[src/dphu_consts.svh]
// constants for the data prefetch hint unit
`ifndef DPHU_CONSTS_SVH
`define DPHU_CONSTS_SVH

`define DPHU_XLEN        32
`define DPHU_CCA_W       3
`define DPHU_HINT_W      5
`define DPHU_OPC_W       6
`define DPHU_OPC_MSB     31
`define DPHU_OPC_LSB     26
`define DPHU_HINT_MSB    20
`define DPHU_HINT_LSB    16
`define DPHU_FN_MSB      5
`define DPHU_FN_LSB      0
`define DPHU_OFF16_MSB   15
`define DPHU_OFF16_LSB   0
`define DPHU_OFF16_W     16
`define DPHU_OFF9_MSB    15
`define DPHU_OFF9_LSB    7
`define DPHU_OFF9_W      9
`define DPHU_ZBIT_POS    6

`define DPHU_OP_ORD      6'h33
`define DPHU_OP_SPEC3    6'h1F
`define DPHU_FN_USER     6'h23

`define DPHU_HINT_LOAD   5'h00
`define DPHU_HINT_STORE  5'h01
`define DPHU_HINT_LD_STR 5'h04
`define DPHU_HINT_ST_STR 5'h05
`define DPHU_HINT_LD_RET 5'h06
`define DPHU_HINT_ST_RET 5'h07
`define DPHU_HINT_WBINV  5'h19
`define DPHU_HINT_ZERO   5'h1E

`define DPHU_REPORT_ERR  1'b1

`endif

[src/dphu_pkg.sv]
// types shared by the data prefetch hint unit
`default_nettype none
`include "dphu_consts.svh"
package dphu_pkg;
	typedef enum logic [1:0] {DPHU_ACT_NONE, DPHU_ACT_FETCH, DPHU_ACT_WBINV, DPHU_ACT_ZERO} dphu_act_e;
	typedef enum logic [1:0] {DPHU_PLACE_NORMAL, DPHU_PLACE_STREAM, DPHU_PLACE_RETAIN} dphu_place_e;
	typedef enum logic [1:0] {DPHU_CK_PROBE, DPHU_CK_FETCH, DPHU_CK_WBINV, DPHU_CK_ZERO} dphu_ckind_e;
	typedef enum logic [2:0] {DPHU_EXC_NONE, DPHU_EXC_RESV, DPHU_EXC_COPU, DPHU_EXC_BUS,
		DPHU_EXC_CACHE} dphu_exc_e;
	typedef struct packed {
		dphu_act_e   act;
		logic        for_store;
		dphu_place_e place;
	} dphu_hint_s;
	typedef struct packed {
		logic [`DPHU_XLEN-1:0]  paddr;
		logic [`DPHU_CCA_W-1:0] cache_coherency_attr;
		logic                   coherent;
		logic                   uncached;
		logic                   fault;
		logic                   seg_user_ok;
	} dphu_xlate_rsp_s;
	typedef struct packed {
		dphu_ckind_e            kind;
		logic [`DPHU_XLEN-1:0]  paddr;
		logic [`DPHU_CCA_W-1:0] cache_coherency_attr;
		logic                   coherent;
		logic                   for_store;
		dphu_place_e            place;
	} dphu_cache_req_s;
	typedef struct packed {
		logic hit;
		logic locked;
		logic dirty;
		logic bus_err;
		logic cache_err;
	} dphu_cache_rsp_s;
endpackage : dphu_pkg
`default_nettype wire

[src/dphu_top.sv]
// data prefetch hint unit: executes both prefetch forms against translation and data cache
`timescale 1ns/1ns
`default_nettype none
`include "dphu_consts.svh"
module dphu_top
	import dphu_pkg::*;
(
	// clock and reset
	input  wire logic                  clk_sys_in,
	input  wire logic                  reset_in,
	// issue from the pipeline
	input  wire logic                  issue_valid_in,
	input  wire logic [`DPHU_XLEN-1:0] instr_in,
	input  wire logic [`DPHU_XLEN-1:0] base_val_in,
	output logic                       issue_ready_out,
	// mode
	input  wire logic                  cp0_enabled_in,
	input  wire logic                  enhanced_vaddr_present_flag_in,
	// address translation
	output logic                       xlate_req_out,
	output logic [`DPHU_XLEN-1:0]      xlate_vaddr_out,
	output logic                       xlate_user_map_out,
	input  wire logic                  xlate_done_in,
	input  wire dphu_xlate_rsp_s       xlate_rsp_in,
	// data cache
	output logic                       cache_req_valid_out,
	output dphu_cache_req_s            cache_req_out,
	input  wire logic                  cache_done_in,
	input  wire dphu_cache_rsp_s       cache_rsp_in,
	// retirement
	output logic                       retire_out,
	output dphu_exc_e                  exc_code_out,
	output logic                       general_reg_we_out
);
	typedef enum logic [2:0] {S_IDLE, S_XLATE, S_PROBE, S_CMD, S_RETIRE} dphu_state_e;

	dphu_state_e                state;
	dphu_state_e                next_state;
	dphu_exc_e                  next_exc;
	dphu_hint_s                 hint_q;
	dphu_hint_s                 dec_hint;
	dphu_xlate_rsp_s            xl_q;
	logic                       user_q;
	logic                       probe_hit_q;
	logic                       dec_ord;
	logic                       dec_user;
	logic [`DPHU_HINT_W-1:0]    dec_hint_raw;
	logic [`DPHU_XLEN-1:0]      dec_ea;
	logic                       accept;
	logic                       xl_done;
	logic                       pr_done;
	logic                       pr_skip;
	logic                       err_seen;
	dphu_exc_e                  err_exc;
	dphu_ckind_e                cmd_kind;

	dphu_decode u_decode (
		.instr_in     (instr_in),
		.base_val_in  (base_val_in),
		.is_ord_out   (dec_ord),
		.is_user_out  (dec_user),
		.hint_out     (dec_hint_raw),
		.eff_addr_out (dec_ea)
	);

	dphu_hint_map u_hint_map (
		.hint_in    (dec_hint_raw),
		.action_out (dec_hint)
	);

	assign accept  = issue_valid_in && issue_ready_out && (state == S_IDLE);
	assign xl_done = (state == S_XLATE) && xlate_done_in;
	assign pr_done = (state == S_PROBE) && cache_done_in;

	// probe outcome that ends the instruction without touching the line
	always_comb
	begin
		pr_skip = 1'b1;
		if (cache_rsp_in.locked)
			pr_skip = 1'b1;
		else
			unique case (hint_q.act)
				DPHU_ACT_FETCH: pr_skip = cache_rsp_in.hit;
				DPHU_ACT_ZERO:  pr_skip = cache_rsp_in.hit;
				// clean lines are left valid: invalidating them buys nothing
				DPHU_ACT_WBINV: pr_skip = !(cache_rsp_in.hit && cache_rsp_in.dirty);
				DPHU_ACT_NONE:  pr_skip = 1'b1;
			endcase
	end

	// only bus and cache errors escape, and only when reporting is on
	always_comb
	begin
		err_seen = `DPHU_REPORT_ERR && (cache_rsp_in.bus_err || cache_rsp_in.cache_err);
		err_exc  = cache_rsp_in.bus_err ? DPHU_EXC_BUS : DPHU_EXC_CACHE;
	end

	always_comb
	begin
		unique case (hint_q.act)
			DPHU_ACT_WBINV: cmd_kind = DPHU_CK_WBINV;
			DPHU_ACT_ZERO:  cmd_kind = DPHU_CK_ZERO;
			default:        cmd_kind = DPHU_CK_FETCH;
		endcase
	end

	always_comb
	begin
		next_state = state;
		next_exc   = DPHU_EXC_NONE;
		unique case (state)
			S_IDLE:
			begin
				if (accept)
				begin
					if (!dec_ord && !dec_user)
					begin
						next_state = S_RETIRE;
						next_exc   = DPHU_EXC_RESV;
					end
					else if (dec_user && !enhanced_vaddr_present_flag_in)
					begin
						next_state = S_RETIRE;
						next_exc   = DPHU_EXC_RESV;
					end
					else if (dec_user && !cp0_enabled_in)
					begin
						next_state = S_RETIRE;
						next_exc   = DPHU_EXC_COPU;
					end
					else
						next_state = S_XLATE;
				end
			end
			S_XLATE:
			begin
				if (xlate_done_in)
				begin
					if (user_q && !xlate_rsp_in.seg_user_ok)
					begin
						next_state = S_RETIRE;
						next_exc   = DPHU_EXC_RESV;
					end
					// faults vanish, uncached targets and idle hints touch nothing
					else if (xlate_rsp_in.fault || xlate_rsp_in.uncached
						|| (hint_q.act == DPHU_ACT_NONE))
						next_state = S_RETIRE;
					else
						next_state = S_PROBE;
				end
			end
			S_PROBE:
			begin
				if (cache_done_in)
				begin
					if (err_seen)
					begin
						next_state = S_RETIRE;
						next_exc   = err_exc;
					end
					else if (pr_skip)
						next_state = S_RETIRE;
					else
						next_state = S_CMD;
				end
			end
			S_CMD:
			begin
				// retirement waits for the fill or writeback to complete
				if (cache_done_in)
				begin
					next_state = S_RETIRE;
					if (err_seen)
						next_exc = err_exc;
				end
			end
			S_RETIRE:
				next_state = S_IDLE;
		endcase
	end

	always_ff @(posedge clk_sys_in)
	begin
		if (reset_in)
			state <= S_IDLE;
		else
			state <= next_state;
	end

	always_ff @(posedge clk_sys_in)
	begin
		if (reset_in)
			issue_ready_out <= 1'b0;
		else
			issue_ready_out <= (next_state == S_IDLE);
	end

	// instruction context held for the whole sequence
	always_ff @(posedge clk_sys_in)
	begin
		if (reset_in)
		begin
			hint_q <= '{DPHU_ACT_NONE, 1'b0, DPHU_PLACE_NORMAL};
			user_q <= 1'b0;
		end
		else if (accept)
		begin
			hint_q <= dec_hint;
			user_q <= dec_user;
		end
	end

	always_ff @(posedge clk_sys_in)
	begin
		if (reset_in)
		begin
			xlate_req_out      <= 1'b0;
			xlate_vaddr_out    <= '0;
			xlate_user_map_out <= 1'b0;
		end
		else
		begin
			xlate_req_out <= (next_state == S_XLATE) && !xl_done;
			if (accept)
			begin
				xlate_vaddr_out    <= dec_ea;
				xlate_user_map_out <= dec_user;
			end
		end
	end

	always_ff @(posedge clk_sys_in)
	begin
		if (reset_in)
			xl_q <= '0;
		else if (xl_done)
			xl_q <= xlate_rsp_in;
	end

	always_ff @(posedge clk_sys_in)
	begin
		if (reset_in)
			probe_hit_q <= 1'b0;
		else if (pr_done)
			probe_hit_q <= cache_rsp_in.hit;
	end

	// one request outstanding; valid drops for a cycle between probe and command
	always_ff @(posedge clk_sys_in)
	begin
		if (reset_in)
		begin
			cache_req_valid_out <= 1'b0;
			cache_req_out       <= '0;
		end
		else
		begin
			cache_req_valid_out <= ((next_state == S_PROBE) || (next_state == S_CMD))
				&& !cache_done_in;
			if (xl_done)
			begin
				cache_req_out.kind                 <= DPHU_CK_PROBE;
				cache_req_out.paddr                <= xlate_rsp_in.paddr;
				cache_req_out.cache_coherency_attr <= xlate_rsp_in.cache_coherency_attr;
				cache_req_out.coherent             <= xlate_rsp_in.coherent;
				cache_req_out.for_store            <= hint_q.for_store;
				cache_req_out.place                <= hint_q.place;
			end
			else if (pr_done)
				cache_req_out.kind <= cmd_kind;
		end
	end

	always_ff @(posedge clk_sys_in)
	begin
		if (reset_in)
		begin
			retire_out   <= 1'b0;
			exc_code_out <= DPHU_EXC_NONE;
		end
		else
		begin
			retire_out   <= (next_state == S_RETIRE);
			exc_code_out <= (next_state == S_RETIRE) ? next_exc : DPHU_EXC_NONE;
		end
	end

	// the unit has no result path; the strobe exists so the pipeline sees it held low
	always_ff @(posedge clk_sys_in)
	begin
		if (reset_in)
			general_reg_we_out <= 1'b0;
		else
			general_reg_we_out <= 1'b0;
	end
endmodule : dphu_top
`default_nettype wire

[src/dphu_decode.sv]
// instruction decode and effective address for both prefetch forms
`timescale 1ns/1ns
`default_nettype none
`include "dphu_consts.svh"
module dphu_decode
	import dphu_pkg::*;
(
	// instruction and base operand
	input  wire logic [`DPHU_XLEN-1:0]   instr_in,
	input  wire logic [`DPHU_XLEN-1:0]   base_val_in,
	// decoded fields
	output logic                         is_ord_out,
	output logic                         is_user_out,
	output logic [`DPHU_HINT_W-1:0]      hint_out,
	output logic [`DPHU_XLEN-1:0]        eff_addr_out
);
	logic [`DPHU_OPC_W-1:0]  opc;
	logic [`DPHU_OPC_W-1:0]  fn;
	logic [`DPHU_OFF16_W-1:0] off16;
	logic [`DPHU_OFF9_W-1:0]  off9;

	assign opc     = instr_in[`DPHU_OPC_MSB:`DPHU_OPC_LSB];
	assign fn      = instr_in[`DPHU_FN_MSB:`DPHU_FN_LSB];
	assign off16   = instr_in[`DPHU_OFF16_MSB:`DPHU_OFF16_LSB];
	assign off9    = instr_in[`DPHU_OFF9_MSB:`DPHU_OFF9_LSB];
	assign hint_out = instr_in[`DPHU_HINT_MSB:`DPHU_HINT_LSB];
	assign is_ord_out = (opc == `DPHU_OP_ORD);
	// a set zero bit means some other third-group instruction, not ours
	assign is_user_out = (opc == `DPHU_OP_SPEC3) && (fn == `DPHU_FN_USER)
		&& !instr_in[`DPHU_ZBIT_POS];

	always_comb
	begin
		if (is_user_out)
			eff_addr_out = base_val_in
				+ {{(`DPHU_XLEN-`DPHU_OFF9_W){off9[`DPHU_OFF9_W-1]}}, off9};
		else
			eff_addr_out = base_val_in
				+ {{(`DPHU_XLEN-`DPHU_OFF16_W){off16[`DPHU_OFF16_W-1]}}, off16};
	end
endmodule : dphu_decode
`default_nettype wire

[src/dphu_hint_map.sv]
// maps the 5-bit hint onto a cache action, direction and placement class
`timescale 1ns/1ns
`default_nettype none
`include "dphu_consts.svh"
module dphu_hint_map
	import dphu_pkg::*;
(
	// raw hint
	input  wire logic [`DPHU_HINT_W-1:0] hint_in,
	// action
	output dphu_hint_s                   action_out
);
	always_comb
	begin
		action_out = '{act: DPHU_ACT_NONE, for_store: 1'b0, place: DPHU_PLACE_NORMAL};
		unique case (hint_in)
			`DPHU_HINT_LOAD:   action_out.act = DPHU_ACT_FETCH;
			`DPHU_HINT_STORE:  action_out = '{DPHU_ACT_FETCH, 1'b1, DPHU_PLACE_NORMAL};
			`DPHU_HINT_LD_STR: action_out = '{DPHU_ACT_FETCH, 1'b0, DPHU_PLACE_STREAM};
			`DPHU_HINT_ST_STR: action_out = '{DPHU_ACT_FETCH, 1'b1, DPHU_PLACE_STREAM};
			`DPHU_HINT_LD_RET: action_out = '{DPHU_ACT_FETCH, 1'b0, DPHU_PLACE_RETAIN};
			`DPHU_HINT_ST_RET: action_out = '{DPHU_ACT_FETCH, 1'b1, DPHU_PLACE_RETAIN};
			`DPHU_HINT_WBINV:  action_out.act = DPHU_ACT_WBINV;
			`DPHU_HINT_ZERO:   action_out = '{DPHU_ACT_ZERO, 1'b1, DPHU_PLACE_NORMAL};
			// reserved and unassigned values retire with no action
			default:           action_out.act = DPHU_ACT_NONE;
		endcase
	end
endmodule : dphu_hint_map
`default_nettype wire

[config.mk]
export PLATFORM = sky130hd
export DESIGN_NAME = dphu_top
export DESIGN_NICKNAME = d
export VERILOG_FILES = /design/src/dphu_pkg.sv /design/src/dphu_top.sv /design/src/dphu_decode.sv /design/src/dphu_hint_map.sv
export VERILOG_INCLUDE_DIRS = /design/src
export SDC_FILE = /design/constraint.sdc
export NUM_CORES = 1
export LEC_CHECK = 0
export BUFFER_PORTS_ARGS = -buffer_cell sky130_fd_sc_hd__clkbuf_2
export CORE_ASPECT_RATIO = 1.4
export CORE_MARGIN = 10
export CORE_UTILIZATION = 54
export CTS_BUF_LIST = sky130_fd_sc_hd__clkbuf_4 sky130_fd_sc_hd__clkbuf_8
export CTS_CLUSTER_DIAMETER = 50
export DETAILED_ROUTE_END_ITERATION = 12
export GPL_TIMING_DRIVEN = 1
export PLACE_DENSITY = 0.91
export SLEW_MARGIN = 20
export SYNTH_ARGS = -nofsm -noshare
export SYNTH_HDL_FRONTEND = slang
export SYNTH_SLANG_ARGS = --single-unit
export TNS_END_PERCENT = 30
[constraint.sdc]
create_clock -name clk_sys_in -period 7.05 [get_ports clk_sys_in]
set_clock_uncertainty 0.15 [all_clocks]
set_input_delay 1.0575 -clock clk_sys_in [delete_from_list [all_inputs] [get_ports clk_sys_in]]
set_output_delay 1.0575 -clock clk_sys_in [all_outputs]
set_load 0.05 [all_outputs]
==> impl_summary.log <==
[metrics] last weighted congestion value of the routability-driven placer: between 0.9 and 1
[metrics] timing-limited maximum frequency: 0.216 GHz
[metrics] # H-tree levels: 3
[metrics] top cells by count, synth: sky130_fd_sc_hd__nand2_1, sky130_fd_sc_hd__a21oi_1, sky130_fd_sc_hd__dfxtp_1
[metrics] vias per inst: approximately 5.7
[metrics] DR WL/cell: between 15 and 20 um
[metrics] clock-pin slew on the worst setup and hold paths: about 0.09 ns
[metrics] Total Negative Setup Slacks: 0 ns
[metrics] status: complete, no violations
[metrics] CTS sink cnt: 89
[metrics] Synth Instances: 694
[metrics] area of all sequential standard cells: 1780 um2
[metrics] crit path setup slack, layout: approximately 2.4 ns
[metrics] Ports: 197
[metrics] largest cells by area after synthesis: sky130_fd_sc_hd__dfxtp_1, sky130_fd_sc_hd__nand2_1, sky130_fd_sc_hd__a21oi_1, sky130_fd_sc_hd__ha_1, sky130_fd_sc_hd__nor2_1
[metrics] final-report setup violation count: 0
[metrics] flip-flop cell with the highest count after synthesis: sky130_fd_sc_hd__dfxtp_1
[metrics] Worst EP arrival: around 4.8 ns
[metrics] clock insertion delay at the later pin of the skew report: 0.36 ns
[metrics] VDD IR-drop max: approximately 110 uV
[metrics] fraction of layout instances using a drive strength above 1: around a quarter
[metrics] initial antenna violation count: 0
[metrics] Die ar.: ~14000 um2
[metrics] height of the die: 137 um
[metrics] cell area after layout: between 6000 and 7000 um2
[metrics] HP Class: reg -> reg
[metrics] Cell Chain, Critical Path: clkbuf_2 -> and4b_1 -> nand3b_1 -> nor4_1 -> nand2b_1 -> o21a_1 -> ha_1 -> inv_1 -> fa_1 -> nand2b_1 -> a21oi_1 -> o211ai_1 -> a31oi_1 -> o211a_1 -> or3_1 -> a32o_1
[metrics] Critical Path Sink Type: flop
[metrics] total setup buffers inserted after CTS: 0
[metrics] worst slack, placed: around 2.1 ns
[metrics] growth of design area from synthesis to finish: 22.5%
[metrics] core region area: around 9500 um2
[metrics] yosys warns: 0
[metrics] RSZ-0062 raised after global routing: false
[metrics] maximum cell stage delay along the critical path: 0.42 ns
[metrics] most used standard cell by instance count after synthesis: sky130_fd_sc_hd__nand2_1
[metrics] post-synthesis cell type count: roughly 70
[metrics] final count of pins violating max slew: 0
[metrics] maximum number of pins on one net before global-route repair: between 70 and 80
[metrics] 1st-pass router iterations: 5
[metrics] number of violations of the max-capacitance limit: 0
[metrics] share of the synthesized area in the top cell type: around a third
[metrics] number of buffers added by the clock tree synthesis step: 9
[metrics] time the final worst path needs with I/O delays and setup: 4.64 ns
[metrics] wire length of the first global-routing pass: roughly 25000 um
[metrics] startpoint kind of the worst setup timing path: input port
[metrics] dominant cell type by count on the critical path: sky130_fd_sc_hd__nand2b_1
[metrics] IO buf count: 190
[metrics] top cell type by total area after synthesis: sky130_fd_sc_hd__dfxtp_1
[metrics] vias after detailed routing: roughly 5600
[metrics] placed cell areas: slightly above 6000 um2
[metrics] effective utilization at floorplan: a little under three fifths
[metrics] Multi-input gate area: between 3000 and 4000 um2
[metrics] post-cts gate resize count: 0
[metrics] Async S/R FF share, synth: 0%
[metrics] antenna diode count: 0
[metrics] critical setup path kind: in -> reg
[metrics] worst-case register-to-register setup slack: roughly 4.4 ns
[metrics] cts-stage hold buffer count: 0
[metrics] Fin. Hold Viols: 0
[metrics] gate family responsible for the most delay along the worst path: simple AND/OR/NAND/NOR gates
[metrics] total half-perimeter wirelength after legalization and detailed placement: around 13000 um
[metrics] headroom to the max-slew limit: ~31%
[metrics] Crit path required time: a little over 7 ns
[metrics] Post-synth EDFFs: 0
[metrics] total global routing track utilization: between 20% and 30%
[metrics] synthesized flop and latch total: between 80 and 90
[metrics] final wirelength: approximately 16000 um
[metrics] actual slew at the worst max-slew pin: 1.02 ns
[metrics] PwrDens: roughly 250 nW/um2
[metrics] post-synth net total: 841
[metrics] deepest clock path buffer count: 2
[metrics] residual DRC count: 0
[metrics] leakage power figure: 2.94 nW
[metrics] sequential cell area fraction in the yosys report: 34.0%
[metrics] fillcell total: 840
[metrics] buffer and inverter count on the worst path: 2
[metrics] number of global-route vias before repair: roughly 5300
[metrics] remaining number of nets flagged by the antenna check after routing: 0
[metrics] cell at the root of the clock tree: sky130_fd_sc_hd__clkbuf_8
[metrics] largest fanout on the critical path: 11
[metrics] Mapped Area: between 5000 and 6000 um2
[metrics] die span in x: about 100 um
[metrics] drt initial violations: 251
[metrics] mean instance size in the synthesized netlist: between 7 and 8 um2
[metrics] global route total overflow: 0
[metrics] crit share post-route: 65.8%
[metrics] Slowest cell on crit path: sky130_fd_sc_hd__nor4_1
[metrics] number of standard-cell rows in the floorplan: 42
[metrics] clock tree from TritonCTS: yes
[metrics] layout net count: roughly 1000
-- worst register-to-register path, stage by stage (launching register included) --
cell and delay [ns]:
sky130_fd_sc_hd__dfxtp_1 0.43, sky130_fd_sc_hd__or3_4 0.40, sky130_fd_sc_hd__or2_4 0.43, sky130_fd_sc_hd__a311oi_4 0.42
sky130_fd_sc_hd__o21ai_2 0.12, sky130_fd_sc_hd__or3_4 0.42, sky130_fd_sc_hd__nor4b_4 0.22
-- placed cells by master (no fill, tap or decap), types with 4 or more instances in the layout --
master / n
sky130_fd_sc_hd__or3_1: 7
sky130_fd_sc_hd__a31oi_1: 10
sky130_fd_sc_hd__mux2i_1: 4
sky130_fd_sc_hd__a21o_1: 16
sky130_fd_sc_hd__nand3b_1: 5
sky130_fd_sc_hd__o21ai_0: 27
sky130_fd_sc_hd__nand2b_1: 7
sky130_fd_sc_hd__nand2_1: 159
sky130_fd_sc_hd__a211oi_1: 4
sky130_fd_sc_hd__nand3_1: 20
sky130_fd_sc_hd__nor4_1: 5
sky130_fd_sc_hd__dfxtp_1: 89
sky130_fd_sc_hd__nor3_1: 18
sky130_fd_sc_hd__nand4_1: 11
sky130_fd_sc_hd__o211ai_1: 8
sky130_fd_sc_hd__inv_1: 11
sky130_fd_sc_hd__o21ai_1: 5
sky130_fd_sc_hd__clkbuf_2: 190
sky130_fd_sc_hd__clkbuf_8: 10
sky130_fd_sc_hd__ha_1: 31
sky130_fd_sc_hd__nor2_1: 37
sky130_fd_sc_hd__xnor2_1: 6
sky130_fd_sc_hd__a21oi_1: 97
sky130_fd_sc_hd__o21a_1: 10
sky130_fd_sc_hd__and3_1: 5
sky130_fd_sc_hd__xor2_1: 9
sky130_fd_sc_hd__buf_4: 4
-- through the flow --
stage	util (%)	cells	total power, mW	hold WS [ns]
after floorplan	-	694	1.10	0.279
after detailed placement	65.7	961	1.27	0.293
after global routing	67.9	977	1.72	0.322
after global placement	65.7	961	1.25	0.286
final	67.9	977	1.63	0.305
after CTS	67.9	977	1.64	0.306
-- cell type report --
cell class / instances / area share, %
repair buffers: 194 / 15.3
clock inverters: 6 / 1.11
flip-flops and latches: 89 / 27.8
well taps: 110 / 2.14
clock buffers: 10 / 2.14
multi-input cells: 556 / 50.9
inverters: 12 / 0.702
-- sequential cells by signal, indices dropped and copies added (netlist names) --
signal	cells
state	3
xlate_req_out	1
retire_out	1
exc_code_out	3
xlate_vaddr_out	32
cache_req_out	41
cache_req_valid_out	1
issue_ready_out	1
hint_q	5
xlate_user_map_out	1
-- final timing paths --
path / endpoint / from / cells past startpoint
hold / removal: cache_req_out[12]$_SDFFE_PP0P_ / cache_req_out[12]$_SDFFE_PP0P_ / 2
setup reg to reg: exc_code_out[2]$_SDFF_PP0_ / state[1]$_SDFF_PP0_ / 6
setup / recovery: xlate_vaddr_out[28]$_SDFFE_PP0P_ / instr_in[31] / 16
hold reg to reg: cache_req_out[12]$_SDFFE_PP0P_ / cache_req_out[12]$_SDFFE_PP0P_ / 2
-- kinds of logic after synthesis --
group                      count (synthesis)  share of synthesized area (%)
DFF                                       89                           34.0
and+or+nand+nor                          296                           26.4
buffers and inverters                     49                           3.84
muxes                                      4                          0.764
adders and majority gates                 32                           7.78
xor gates and xnor gates                  15                           2.51
other                                      1                         0.0715
AOI/OAI and AO/OA                        208                           24.6
-- per-layer routing --
layer | vias to the layer above | share of wire (%) | track usage (%)
met4 | 0 | 1.6 | 6.82
li1 | 2810 | - | -
met3 | 21 | 10 | 6.71
met2 | 236 | 50 | 39.4
met1 | 2513 | 38 | 23.4
met5 | - | 0 | 0
-- power by group --
part	internal, mW	leakage, nW	switching [mW]
sequential	0.565	0.721	0.0361
combinational	0.192	2.12	0.463
clock	0.177	0.0999	0.196
total	0.934	2.94	0.696
Power figures use the tool's default switching activity.
